## src/hdl/stw_pkg.sv

```systemverilog
package stw_pkg;
    localparam int DATA_W = 8;
    localparam int REG_AW = 16;
    localparam int MEM_AW = 8;
    localparam int MEM_DEPTH = 256;
    localparam int CNT_W = 4;

    localparam logic [6:0] DEV_ADDR_DEF = 7'h10;
    localparam logic [6:0] DEV_ADDR_ALT = 7'h18;

    localparam logic [CNT_W-1:0] CNT_ZERO = 4'h0;
    localparam logic [CNT_W-1:0] CNT_ONE = 4'h1;
    localparam logic [CNT_W-1:0] CNT_LAST = 4'h7;
    localparam logic [CNT_W-1:0] CNT_ACK = 4'h8;

    localparam logic [REG_AW-1:0] ADDR_RST = 16'h0000;
    localparam logic [REG_AW-1:0] ADDR_ONE = 16'h0001;
    localparam logic [DATA_W-1:0] BYTE_RST = 8'h00;

    typedef enum logic [2:0] {
        ST_IDLE = 3'b000,
        ST_HEADER = 3'b001,
        ST_ADDR_HI = 3'b010,
        ST_ADDR_LO = 3'b011,
        ST_WDATA = 3'b100,
        ST_RDATA = 3'b101,
        ST_IGNORE = 3'b110
    } stw_state_type;

    // States whose bytes move register data
    function automatic logic stw_is_data(input stw_state_type st);
        return (st == ST_WDATA) || (st == ST_RDATA);
    endfunction
endpackage

```

## src/hdl/stw_regmem.sv

```systemverilog
`timescale 1ns/10ps
module stw_regmem import stw_pkg::*; (
    input wire logic clk_i, // System clock
    input wire logic arst_n_i, // Async reset, active low
    input wire logic wr_en_i, // Write strobe
    input wire logic [MEM_AW-1:0] waddr_i, // Write address
    input wire logic [DATA_W-1:0] wdata_i, // Write data
    input wire logic [MEM_AW-1:0] raddr_i, // Read address
    output logic [DATA_W-1:0] rdata_o // Registered read data
);
    logic [DATA_W-1:0] mem [MEM_DEPTH];

    always_ff @(posedge clk_i) begin
        if (wr_en_i) begin
            mem[waddr_i] <= wdata_i;
        end
    end

    always_ff @(posedge clk_i or negedge arst_n_i) begin
        if (!arst_n_i) begin
            rdata_o <= BYTE_RST;
        end else begin
            rdata_o <= mem[raddr_i];
        end
    end
endmodule

```

## src/hdl/stw_slave.sv

```systemverilog
`timescale 1ns/10ps
module stw_slave import stw_pkg::*; (
    input wire logic clk_i, // System clock, 200 MHz
    input wire logic arst_n_i, // Async reset, active low
    input wire logic scl_i, // Serial clock line, input only
    input wire logic serial_data_line_i, // Data line level
    output logic serial_data_line_o, // Data line drive value
    output logic serial_data_line_oe_o, // Data line pulled low when high
    input wire logic address_select_enable_i, // Enables the select input
    input wire logic address_select_input_i, // Selects alternate address
    output logic reg_wr_o, // One-cycle register write strobe
    output logic [REG_AW-1:0] reg_waddr_o, // Address of the write
    output logic [DATA_W-1:0] reg_wdata_o, // Data of the write
    output logic [REG_AW-1:0] reg_addr_o, // Current internal address
    output logic busy_o // Transfer in progress
);
    logic scl_q;
    logic sda_q;
    stw_state_type state_reg;
    logic [CNT_W-1:0] cnt_reg;
    logic [DATA_W-1:0] rx_reg;
    logic [DATA_W-1:0] tx_reg;
    logic ack_reg;
    logic rw_reg;
    logic [REG_AW-1:0] addr_reg;
    logic [DATA_W-1:0] addr_hi_reg;
    logic oe_reg;
    logic wr_reg;
    logic [REG_AW-1:0] waddr_reg;
    logic [DATA_W-1:0] wdata_reg;
    logic [DATA_W-1:0] mem_rdata;

    logic scl_rise;
    logic scl_fall;
    logic start_det;
    logic stop_det;
    logic byte_end;
    logic ack_end;
    logic mem_wr;
    logic tx_load;
    logic [DATA_W-1:0] byte_in;
    logic [6:0] own_addr;

    // Clock is sampled only; nothing here drives it
    assign scl_rise = scl_i & ~scl_q;
    assign scl_fall = ~scl_i & scl_q;
    assign start_det = scl_i & scl_q & sda_q & ~serial_data_line_i;
    assign stop_det = scl_i & scl_q & ~sda_q & serial_data_line_i;
    assign byte_in = {rx_reg[DATA_W-2:0], serial_data_line_i};
    assign byte_end = scl_rise && (cnt_reg == CNT_LAST) && (state_reg != ST_IDLE);
    assign ack_end = scl_rise && (cnt_reg == CNT_ACK) && (state_reg != ST_IDLE);
    assign own_addr = (address_select_enable_i && address_select_input_i) ?
                      DEV_ADDR_ALT : DEV_ADDR_DEF;
    assign mem_wr = byte_end && (state_reg == ST_WDATA);
    // Load next read byte at the ack edge; data already fetched after increment
    assign tx_load = ack_end && (((state_reg == ST_HEADER) && ack_reg && rw_reg) ||
                     ((state_reg == ST_RDATA) && !serial_data_line_i));

    assign serial_data_line_o = 1'b0;
    assign serial_data_line_oe_o = oe_reg;
    assign reg_wr_o = wr_reg;
    assign reg_waddr_o = waddr_reg;
    assign reg_wdata_o = wdata_reg;
    assign reg_addr_o = addr_reg;
    assign busy_o = (state_reg != ST_IDLE);

    always_ff @(posedge clk_i or negedge arst_n_i) begin
        if (!arst_n_i) begin
            scl_q <= 1'b1;
            sda_q <= 1'b1;
        end else begin
            scl_q <= scl_i;
            sda_q <= serial_data_line_i;
        end
    end

    // Byte sequencing
    always_ff @(posedge clk_i or negedge arst_n_i) begin
        if (!arst_n_i) begin
            state_reg <= ST_IDLE;
            cnt_reg <= CNT_ZERO;
        end else if (start_det) begin
            state_reg <= ST_HEADER;
            cnt_reg <= CNT_ZERO;
        end else if (stop_det) begin
            state_reg <= ST_IDLE;
            cnt_reg <= CNT_ZERO;
        end else if (state_reg != ST_IDLE && scl_rise) begin
            if (cnt_reg == CNT_ACK) begin
                cnt_reg <= CNT_ZERO;
                case (state_reg)
                    ST_HEADER: begin
                        if (!ack_reg) begin
                            state_reg <= ST_IGNORE;
                        end else if (rw_reg) begin
                            state_reg <= ST_RDATA;
                        end else begin
                            state_reg <= ST_ADDR_HI;
                        end
                    end
                    ST_ADDR_HI: begin
                        state_reg <= ST_ADDR_LO;
                    end
                    ST_ADDR_LO: begin
                        state_reg <= ST_WDATA;
                    end
                    ST_RDATA: begin
                        if (serial_data_line_i) begin
                            state_reg <= ST_IGNORE;
                        end
                    end
                    default: begin
                        state_reg <= state_reg;
                    end
                endcase
            end else begin
                cnt_reg <= cnt_reg + CNT_ONE;
            end
        end
    end

    always_ff @(posedge clk_i or negedge arst_n_i) begin
        if (!arst_n_i) begin
            rx_reg <= BYTE_RST;
        end else if (scl_rise && cnt_reg < CNT_ACK) begin
            rx_reg <= byte_in;
        end
    end

    // Acknowledge decision per received byte
    always_ff @(posedge clk_i or negedge arst_n_i) begin
        if (!arst_n_i) begin
            ack_reg <= 1'b0;
            rw_reg <= 1'b0;
        end else if (start_det || stop_det) begin
            ack_reg <= 1'b0;
        end else if (byte_end) begin
            case (state_reg)
                ST_HEADER: begin
                    ack_reg <= (byte_in[DATA_W-1:1] == own_addr);
                    rw_reg <= byte_in[0];
                end
                ST_ADDR_HI, ST_ADDR_LO: begin
                    ack_reg <= 1'b1;
                end
                ST_WDATA: begin
                    ack_reg <= 1'b1;
                end
                default: begin
                    ack_reg <= 1'b0;
                end
            endcase
        end
    end

    // Internal register address
    always_ff @(posedge clk_i or negedge arst_n_i) begin
        if (!arst_n_i) begin
            addr_reg <= ADDR_RST;
            addr_hi_reg <= BYTE_RST;
        end else if (byte_end) begin
            if (state_reg == ST_ADDR_HI) begin
                addr_hi_reg <= byte_in;
            end else if (state_reg == ST_ADDR_LO) begin
                addr_reg <= {addr_hi_reg, byte_in};
            end else if (stw_is_data(state_reg)) begin
                addr_reg <= addr_reg + ADDR_ONE;
            end
        end
    end

    always_ff @(posedge clk_i or negedge arst_n_i) begin
        if (!arst_n_i) begin
            wr_reg <= 1'b0;
            waddr_reg <= ADDR_RST;
            wdata_reg <= BYTE_RST;
        end else begin
            wr_reg <= mem_wr;
            if (mem_wr) begin
                waddr_reg <= addr_reg;
                wdata_reg <= byte_in;
            end
        end
    end

    // Read shifter, MSB first
    always_ff @(posedge clk_i or negedge arst_n_i) begin
        if (!arst_n_i) begin
            tx_reg <= BYTE_RST;
        end else if (tx_load) begin
            tx_reg <= mem_rdata;
        end else if (scl_rise && state_reg == ST_RDATA && cnt_reg < CNT_ACK) begin
            tx_reg <= {tx_reg[DATA_W-2:0], 1'b0};
        end
    end

    // Data line drive changes after a clock fall, or is released on a start or stop
    always_ff @(posedge clk_i or negedge arst_n_i) begin
        if (!arst_n_i) begin
            oe_reg <= 1'b0;
        end else if (start_det || stop_det) begin
            oe_reg <= 1'b0;
        end else if (scl_fall) begin
            oe_reg <= ((cnt_reg == CNT_ACK) && ack_reg) ||
                      ((state_reg == ST_RDATA) && (cnt_reg < CNT_ACK) &&
                       !tx_reg[DATA_W-1]);
        end
    end

    stw_regmem u_mem (
        .clk_i(clk_i),
        .arst_n_i(arst_n_i),
        .wr_en_i(mem_wr),
        .waddr_i(addr_reg[MEM_AW-1:0]),
        .wdata_i(byte_in),
        .raddr_i(addr_reg[MEM_AW-1:0]),
        .rdata_o(mem_rdata)
    );
endmodule

```

## config.mk

```make
export PLATFORM = sky130hd
export DESIGN_NAME = stw_slave
export DESIGN_NICKNAME = d
export VERILOG_FILES = /design/src/hdl/stw_pkg.sv /design/src/hdl/stw_regmem.sv /design/src/hdl/stw_slave.sv
export SDC_FILE = /design/constraint.sdc
export NUM_CORES = 2
export LEC_CHECK = 0
export ABC_AREA = 0
export BUFFER_PORTS_ARGS = -buffer_cell sky130_fd_sc_hd__buf_2
export CORE_ASPECT_RATIO = 2
export CORE_MARGIN = 10
export CORE_UTILIZATION = 40
export CTS_CLUSTER_SIZE = 40
export DETAILED_ROUTE_END_ITERATION = 10
export PLACE_DENSITY = 0.58
export SETUP_SLACK_MARGIN = 0.4
export SLEW_MARGIN = 25
export SYNTH_ARGS = -nofsm -noshare
export SYNTH_HDL_FRONTEND = slang
export SYNTH_SLANG_ARGS = --single-unit
```

## constraint.sdc

```tcl
create_clock -name clk_i -period 6.03 [get_ports clk_i]
set_input_delay 1.206 -clock clk_i [delete_from_list [all_inputs] [get_ports clk_i]]
set_output_delay 1.206 -clock clk_i [all_outputs]
set_load 0.005 [all_outputs]
```

=== Yosys cells after proc, flatten, opt, wreduce, memory -nomap -nowiden ===
Memory sizes are Yosys's and may differ from the RTL's. A register that Yosys moved wholly into a read port is not among the register bits.
Index checks and enable logic that the tools add are counted.

* Bitwise gates (word level): 13
* Mux-type cells: 24
* Equality and inequality tests: 9
* Reduce and logical (&&, ||, !) cells: 37
* $lt $le $gt $ge: 1
* Add/sub/neg operators: 2

{| class="wikitable"
|+ Operators with widths
! kind !! number
|-
| 2-to-1 mux 16 bit || 2
|-
| 2-to-1 mux 3 bit || 7
|-
| 2-to-1 mux 4 bit || 5
|-
| logical AND 1 bit || 17
|-
| adder 16 x 1 -> 16 bit, second input constant || 1
|-
| 2-to-1 mux 8 bit || 2
|-
| case mux 3 bit (4 select lines) || 1
|-
| nonzero test 3 bit || 3
|-
| nonzero test 2 bit || 4
|-
| AND 1 bit || 7
|-
| equality test 7 x 5 -> 1 bit || 1
|-
| equality test 3 x 2 -> 1 bit, second input constant || 2
|-
| equality test 3 bit, second input constant || 2
|-
| 2-to-1 mux 1 bit || 6
|-
| NOT 1 bit || 6
|-
| AND reduction 3 bit || 2
|-
| nonzero test 6 bit || 1
|-
| adder 4 x 1 -> 4 bit, second input constant || 1
|-
| equality test 4 x 3 -> 1 bit, second input constant || 1
|-
| equality test 4 bit, second input constant || 1
|-
| logical OR 1 bit || 4
|-
| < comparator 4 bit, second input constant || 1
|-
| inequality test 4 bit, second input constant || 1
|-
| AND reduction 4 bit || 1
|-
| 5 further kinds || 7
|}

* Memory bits (writable): 2048
* Memories: 1
* Register bits: 76
* Bits of input ports: 6

{| class="wikitable"
|+ Memories
! name !! words !! bits a word !! read ports !! clocked after memory_dff !! write ports !! line !! RTL
|-
| u_mem.mem || 256 || 8 || 1 || 1 || 1 || stw_regmem.sv:11 || <nowiki>logic [DATA_W-1:0] mem [MEM_DEPTH];</nowiki>
|}

=== Longest topological paths before layout ===
* Depth in word-level cells: 7
* Gate-level depth with buffers: 10
* Gate-level depth less buffers: 8

=== By module ===
A second synthesis with hierarchy kept.

* Cells, all modules: 4137
* Area, all modules: 83872.9 um2

{| class="wikitable"
|+ By module, submodules not included
! module !! area each (um2) !! cells each !! times used
|-
| stw_regmem || 80038.0 || 3795 || 1
|-
| stw_slave || 3834.9 || 342 || 1
|}

=== Worst setup path before layout ===
Ideal clock, no wire load.

* Kind: register to register
* Start point: reg rx_reg[3]
* End point: reg ack_reg
* Setup slack: 1869 ps
* Library setup time: 135 ps
* Arrival time: 4026 ps
* Cell stages (with the launch flop): 6
* Required time: 5895 ps
* Cell sequence: dfrtp_1 xor2_1 a41oi_1 o21ai_0 mux2i_1 nor2_1

* Longest elaborated chain between the ends: 4

{| class="wikitable"
|+ RTL lines
! what !! line !! RTL
|-
| start, declared || stw_slave.sv:21 || <nowiki>logic [DATA_W-1:0] rx_reg;</nowiki>
|-
| start signal, assigned || stw_slave.sv:126 || <nowiki>rx_reg <= byte_in;</nowiki>
|-
| equality test 7 x 5 -> 1 bit || stw_slave.sv:140 || <nowiki>ack_reg <= (byte_in[DATA_W-1:1] == own_addr);</nowiki>
|-
| case mux 1 bit (2 select lines) || stw_slave.sv:138 || <nowiki>case (state_reg)</nowiki>
|-
| 2-to-1 mux 1 bit || stw_slave.sv:137 || <nowiki>end else if (byte_end) begin</nowiki>
|-
| 2-to-1 mux 1 bit || stw_slave.sv:135 || <nowiki>end else if (start_det || stop_det) begin</nowiki>
|-
| end signal, assigned || stw_slave.sv:140 ||
|-
| end, declared || stw_slave.sv:23 || <nowiki>logic ack_reg;</nowiki>
|}

Every way passes these cells. The select of a mux whose other input is x is not followed.
A chain may end at the register's enable or synchronous reset.

=== Worst setup path in the final report ===
* Start point: reg state_reg[2]
* End point: mem u_mem.mem[255][7] (enable)

* Longest elaborated chain between the ends: 5

{| class="wikitable"
|+ RTL lines
! what !! line !! RTL
|-
| start, declared || stw_slave.sv:19 || <nowiki>stw_state_type state_reg;</nowiki>
|-
| start signal, assigned || stw_slave.sv:113 || <nowiki>state_reg <= state_reg;</nowiki>
|-
| nonzero test 3 bit || stw_slave.sv:50 || <nowiki>assign byte_end = scl_rise && (cnt_reg == CNT_LAST) && (state_reg != ST_IDLE);</nowiki>
|-
| logical AND 1 bit || stw_slave.sv:50 ||
|-
| logical AND 1 bit (*) || stw_slave.sv:54 || <nowiki>assign mem_wr = byte_end && (state_reg == ST_WDATA);</nowiki>
|-
| 2-to-1 mux 1 bit (*) || stw_regmem.sv:14 || <nowiki>if (wr_en_i) begin</nowiki>
|-
| 2-to-1 mux 1 bit (implied by the code) (*) || stw_regmem.sv:15 || <nowiki>mem[waddr_i] <= wdata_i;</nowiki>
|-
| end, declared || stw_regmem.sv:11 ||
|}

Mark *: on every way between the ends. The rest lies on a longest branch, timed or not.

==> flow_summary.toml <==
[grt]
grt_pass1_wl_mm = 316.5
track_usage_pct = 19.60
grt_start_max_net_pins = 151
antenna_found_initial = 7
grt_pass1_vias = 41670
grt-ovfl-total = 0

[power_and_ir_drop]
switching_share_pct = 23.14
clkPwrFrac_pct = 37.1
leakage_uw = 0.02831
pwr_density_cell_nw_per_um2 = 345.0
power_frac_seq_pct = 56.9
ir_drop_v = 0.0005607
p_int_uw = 24350
p_switching_uw = 7328
combPwrFrac_pct = 6.0

[layout]
syn_to_final_growth_pct = 11.63
top_register = "u_mem.mem"
nFillCells = 17330
drive_gt1_share_pct = 24.94
largest_reg_flops = 2048
final_area_um2 = 91820
final_nets = 3960

[synthesis]
ys_warn_count = 0
yosysMostFrequentCell = "edfxtp_1"
syn-num-nets = 3887
netlist.area_leader.share_pct = 74.77
synth_edf_count = 2048
synth_area_um2 = 82250
synth_common_cells = "2,048 x edfxtp_1, 512 x mux4_2, 278 x nor2_1, 257 x a22oi_1, 158 x a21oi_1"
synth.distinct_cells = 50
synth.top_cells.by_area = "edfxtp_1 75%, mux4_2 14%, dfrtp_1 2.5%"
ys_seq_area_share_pct = 77.33
synth_area_per_cell_um2 = 21.23
synth_ff_type = "edfxtp_1"
yosysTopAreaCell = "edfxtp_1"
syn_inst = 3875
async_flop_share_pct = 3.940
ys_ff_latch = 2132

[floorplanning]
io_pins = 50
die_area_um2 = 225300
row_count = 235
core_um2 = 204600
start_util_pct = 40.19
dieWidth_um = 340.7
dieHeight_um = 661.3

[clock_network]
insertion_delay_ns = 0.86
cts_tree = "done"
cts_max_level = 4
cts-resized-gates = 0
postCtsHoldBufs = 0
cts.clk_slew.worst_paths_ns = 0.08
cts_setup_buffers = 0
cts.sinks = 2132
cts.path.max_buffers = 4
cts_root_buf = "clkbuf_16"
numCtsBuffers = 177

[drt]
drt_wl_total_mm = 223.5
route.detailed.drc = 0
vias = 39340
wl_per_cell_um = 32.81
via_per_inst = 5.776
drt-initial-drc-count = 3418
drtAntennaViolNets = 0
dr.pass1.iters = 5

[sta]
final_hold_viol_count = 0
finalSetupTns_ns = 0
max_freq_mhz = 230.9
setup_viol = 0
grt_setup_unrepaired = "false"
period_needed_ns = 4.331
relSlewSlack_pct = 23.03
finalMaxSlewViolations = 0
fin_ws_ns = 1.699
tightest_slew_ns = 1.140
finalCritPeriodShare_pct = 71.83
skew_ns = 0.06190

[hold_path]
min_path_type = "primary input to async pin"

[placed_design]
hpwl_mm = 140.5
pre_cts_slack_ns = 0.9914
gp_congestion = 0.8727
dpl-instance-area_um2 = 85960
port_buffers = 48

[setup_path]
arrival_ns = 4.78
crit_required_ns = 6.47
end_kind = "register"
critPathKind = "register to register"
cp_max_fo = 17
critPathLaunchType = "register"

[job]
drv_cap = 0

[status]
status = "completed"
==> routing by layer <==
| metal | global-route usage [%] | wire, um | vias to the layer above | share of wire (%) |
|---|---|---|---|---|
| met4 | 10.67 | 13480 | 6 | 6.0 |
| met5 | 0 | 35 | - | 0.016 |
| met2 | 37.38 | 125500 | 1339 | 56 |
| met3 | 2.407 | 9583 | 430 | 4.3 |
| li1 | - | - | 16370 | - |
| met1 | 20.63 | 74880 | 21200 | 34 |
==> cell families after synthesis <==
logic type               count (synthesis)  share of synthesized area [%]
flip-flops                            2132                          77.33
buffers and inverters                  258                          1.483
XOR/XNOR                                 2                        0.02130
multiplexers                           558                          14.64
other                                    1                       0.004559
adder cells (fa/ha/maj)                  6                        0.09127
AO/OA/AOI/OAI                          507                          4.122
AND/OR/NAND/NOR                        411                          2.309
==> final timing paths <==
| check | slack, ns | from | to | cells past startpoint |
|---|---|---|---|---|
| max | 1.70 | state_reg[2]$_DFFE_PN0P_ | u_mem.mem[255][7]$_DFFE_PP_ | 6 |
| min in group clk_i | 0.49 | tx_reg[4]$_DFFE_PN0P_ | tx_reg[4]$_DFFE_PN0P_ | 1 |
| max reg2reg | 1.70 | state_reg[2]$_DFFE_PN0P_ | u_mem.mem[255][7]$_DFFE_PP_ | 6 |
| max in group asynchronous | 4.52 | arst_n_i | rx_reg[3]$_DFFE_PN0P_ | 2 |
| min reg2reg | 0.49 | tx_reg[4]$_DFFE_PN0P_ | tx_reg[4]$_DFFE_PN0P_ | 1 |
| min | 0.30 | arst_n_i | u_mem.rdata_o[7]$_DFF_PN0_ | 1 |
==> cell type report <==
class	instances	area, um2	area share (%)
inverters	10	37.54	0.04088
multi-input cells	1485	17590	19.15
flip-flops and latches	2132	63640	69.31
well taps	2725	3410	3.713
repair buffers	142	1316	1.434
diodes	4	10.01	0.01090
clock inverters	107	1170	1.274
clock buffers	206	4653	5.068
==> metrics by stage <==
stage / total power (uW) / instances / util [%] / hold WS [ns]
3_3_place_gp: 20330 / 6493 / 41.97 / 0.4636
3_5_place_dp: 20340 / 6493 / 42.00 / 0.4681
4_1_cts: 31970 / 6806 / 44.85 / 0.2585
6_report: 31670 / 6811 / 44.87 / 0.3044
2_1_floorplan: 19150 / 3875 / - / 0.4257
5_1_grt: 32570 / 6808 / 44.86 / 0.2979
==> power by group through the flow <==
stage | sequential [uW] | combinational (uW) | clock, uW
5_1_grt | 18000 | 2060 | 12500
4_1_cts | 18000 | 2000 | 12000
3_3_place_gp | 18300 | 2000 | 0
6_report | 18000 | 1910 | 11700
3_5_place_dp | 18300 | 2010 | 0
2_1_floorplan | 19000 | 148 | 0
==> cell usage in the layout (no fill, tap or decap), types with 6 or more instances in the layout <==
cell,netlist,final
a21o_1,7,7
a21oi_1,158,155
a22o_1,8,8
a22oi_1,257,257
buf_12,0,27
buf_2,60,46
buf_4,9,67
bufinv_16,0,21
clkbuf_1,120,22
clkbuf_16,0,181
clkinv_1,0,22
clkinv_2,0,24
clkinv_4,0,10
clkinvlp_4,0,17
dfrtp_1,82,73
dfrtp_4,0,9
edfxtp_1,2048,2048
ha_1,6,6
inv_1,10,10
inv_6,0,10
mux2_2,41,41
mux4_2,512,512
nand2_1,49,48
nand2b_1,10,8
nand3_1,8,6
nand3_4,13,13
nand4_1,10,10
nor2_1,278,276
nor3_1,16,12
o21ai_0,28,28
o22ai_1,6,6
o41ai_1,32,27
==> critical path, cell delays in order (launching register included) <==
cell and delay, ns:
dfrtp_1 0.58, nor3_1 0.16, or4b_1 0.80, nor2_8 0.56, nand2_2 0.73, buf_4 0.47
nor2_1 0.67
Note: power is estimated with default switching activity, not from simulation.
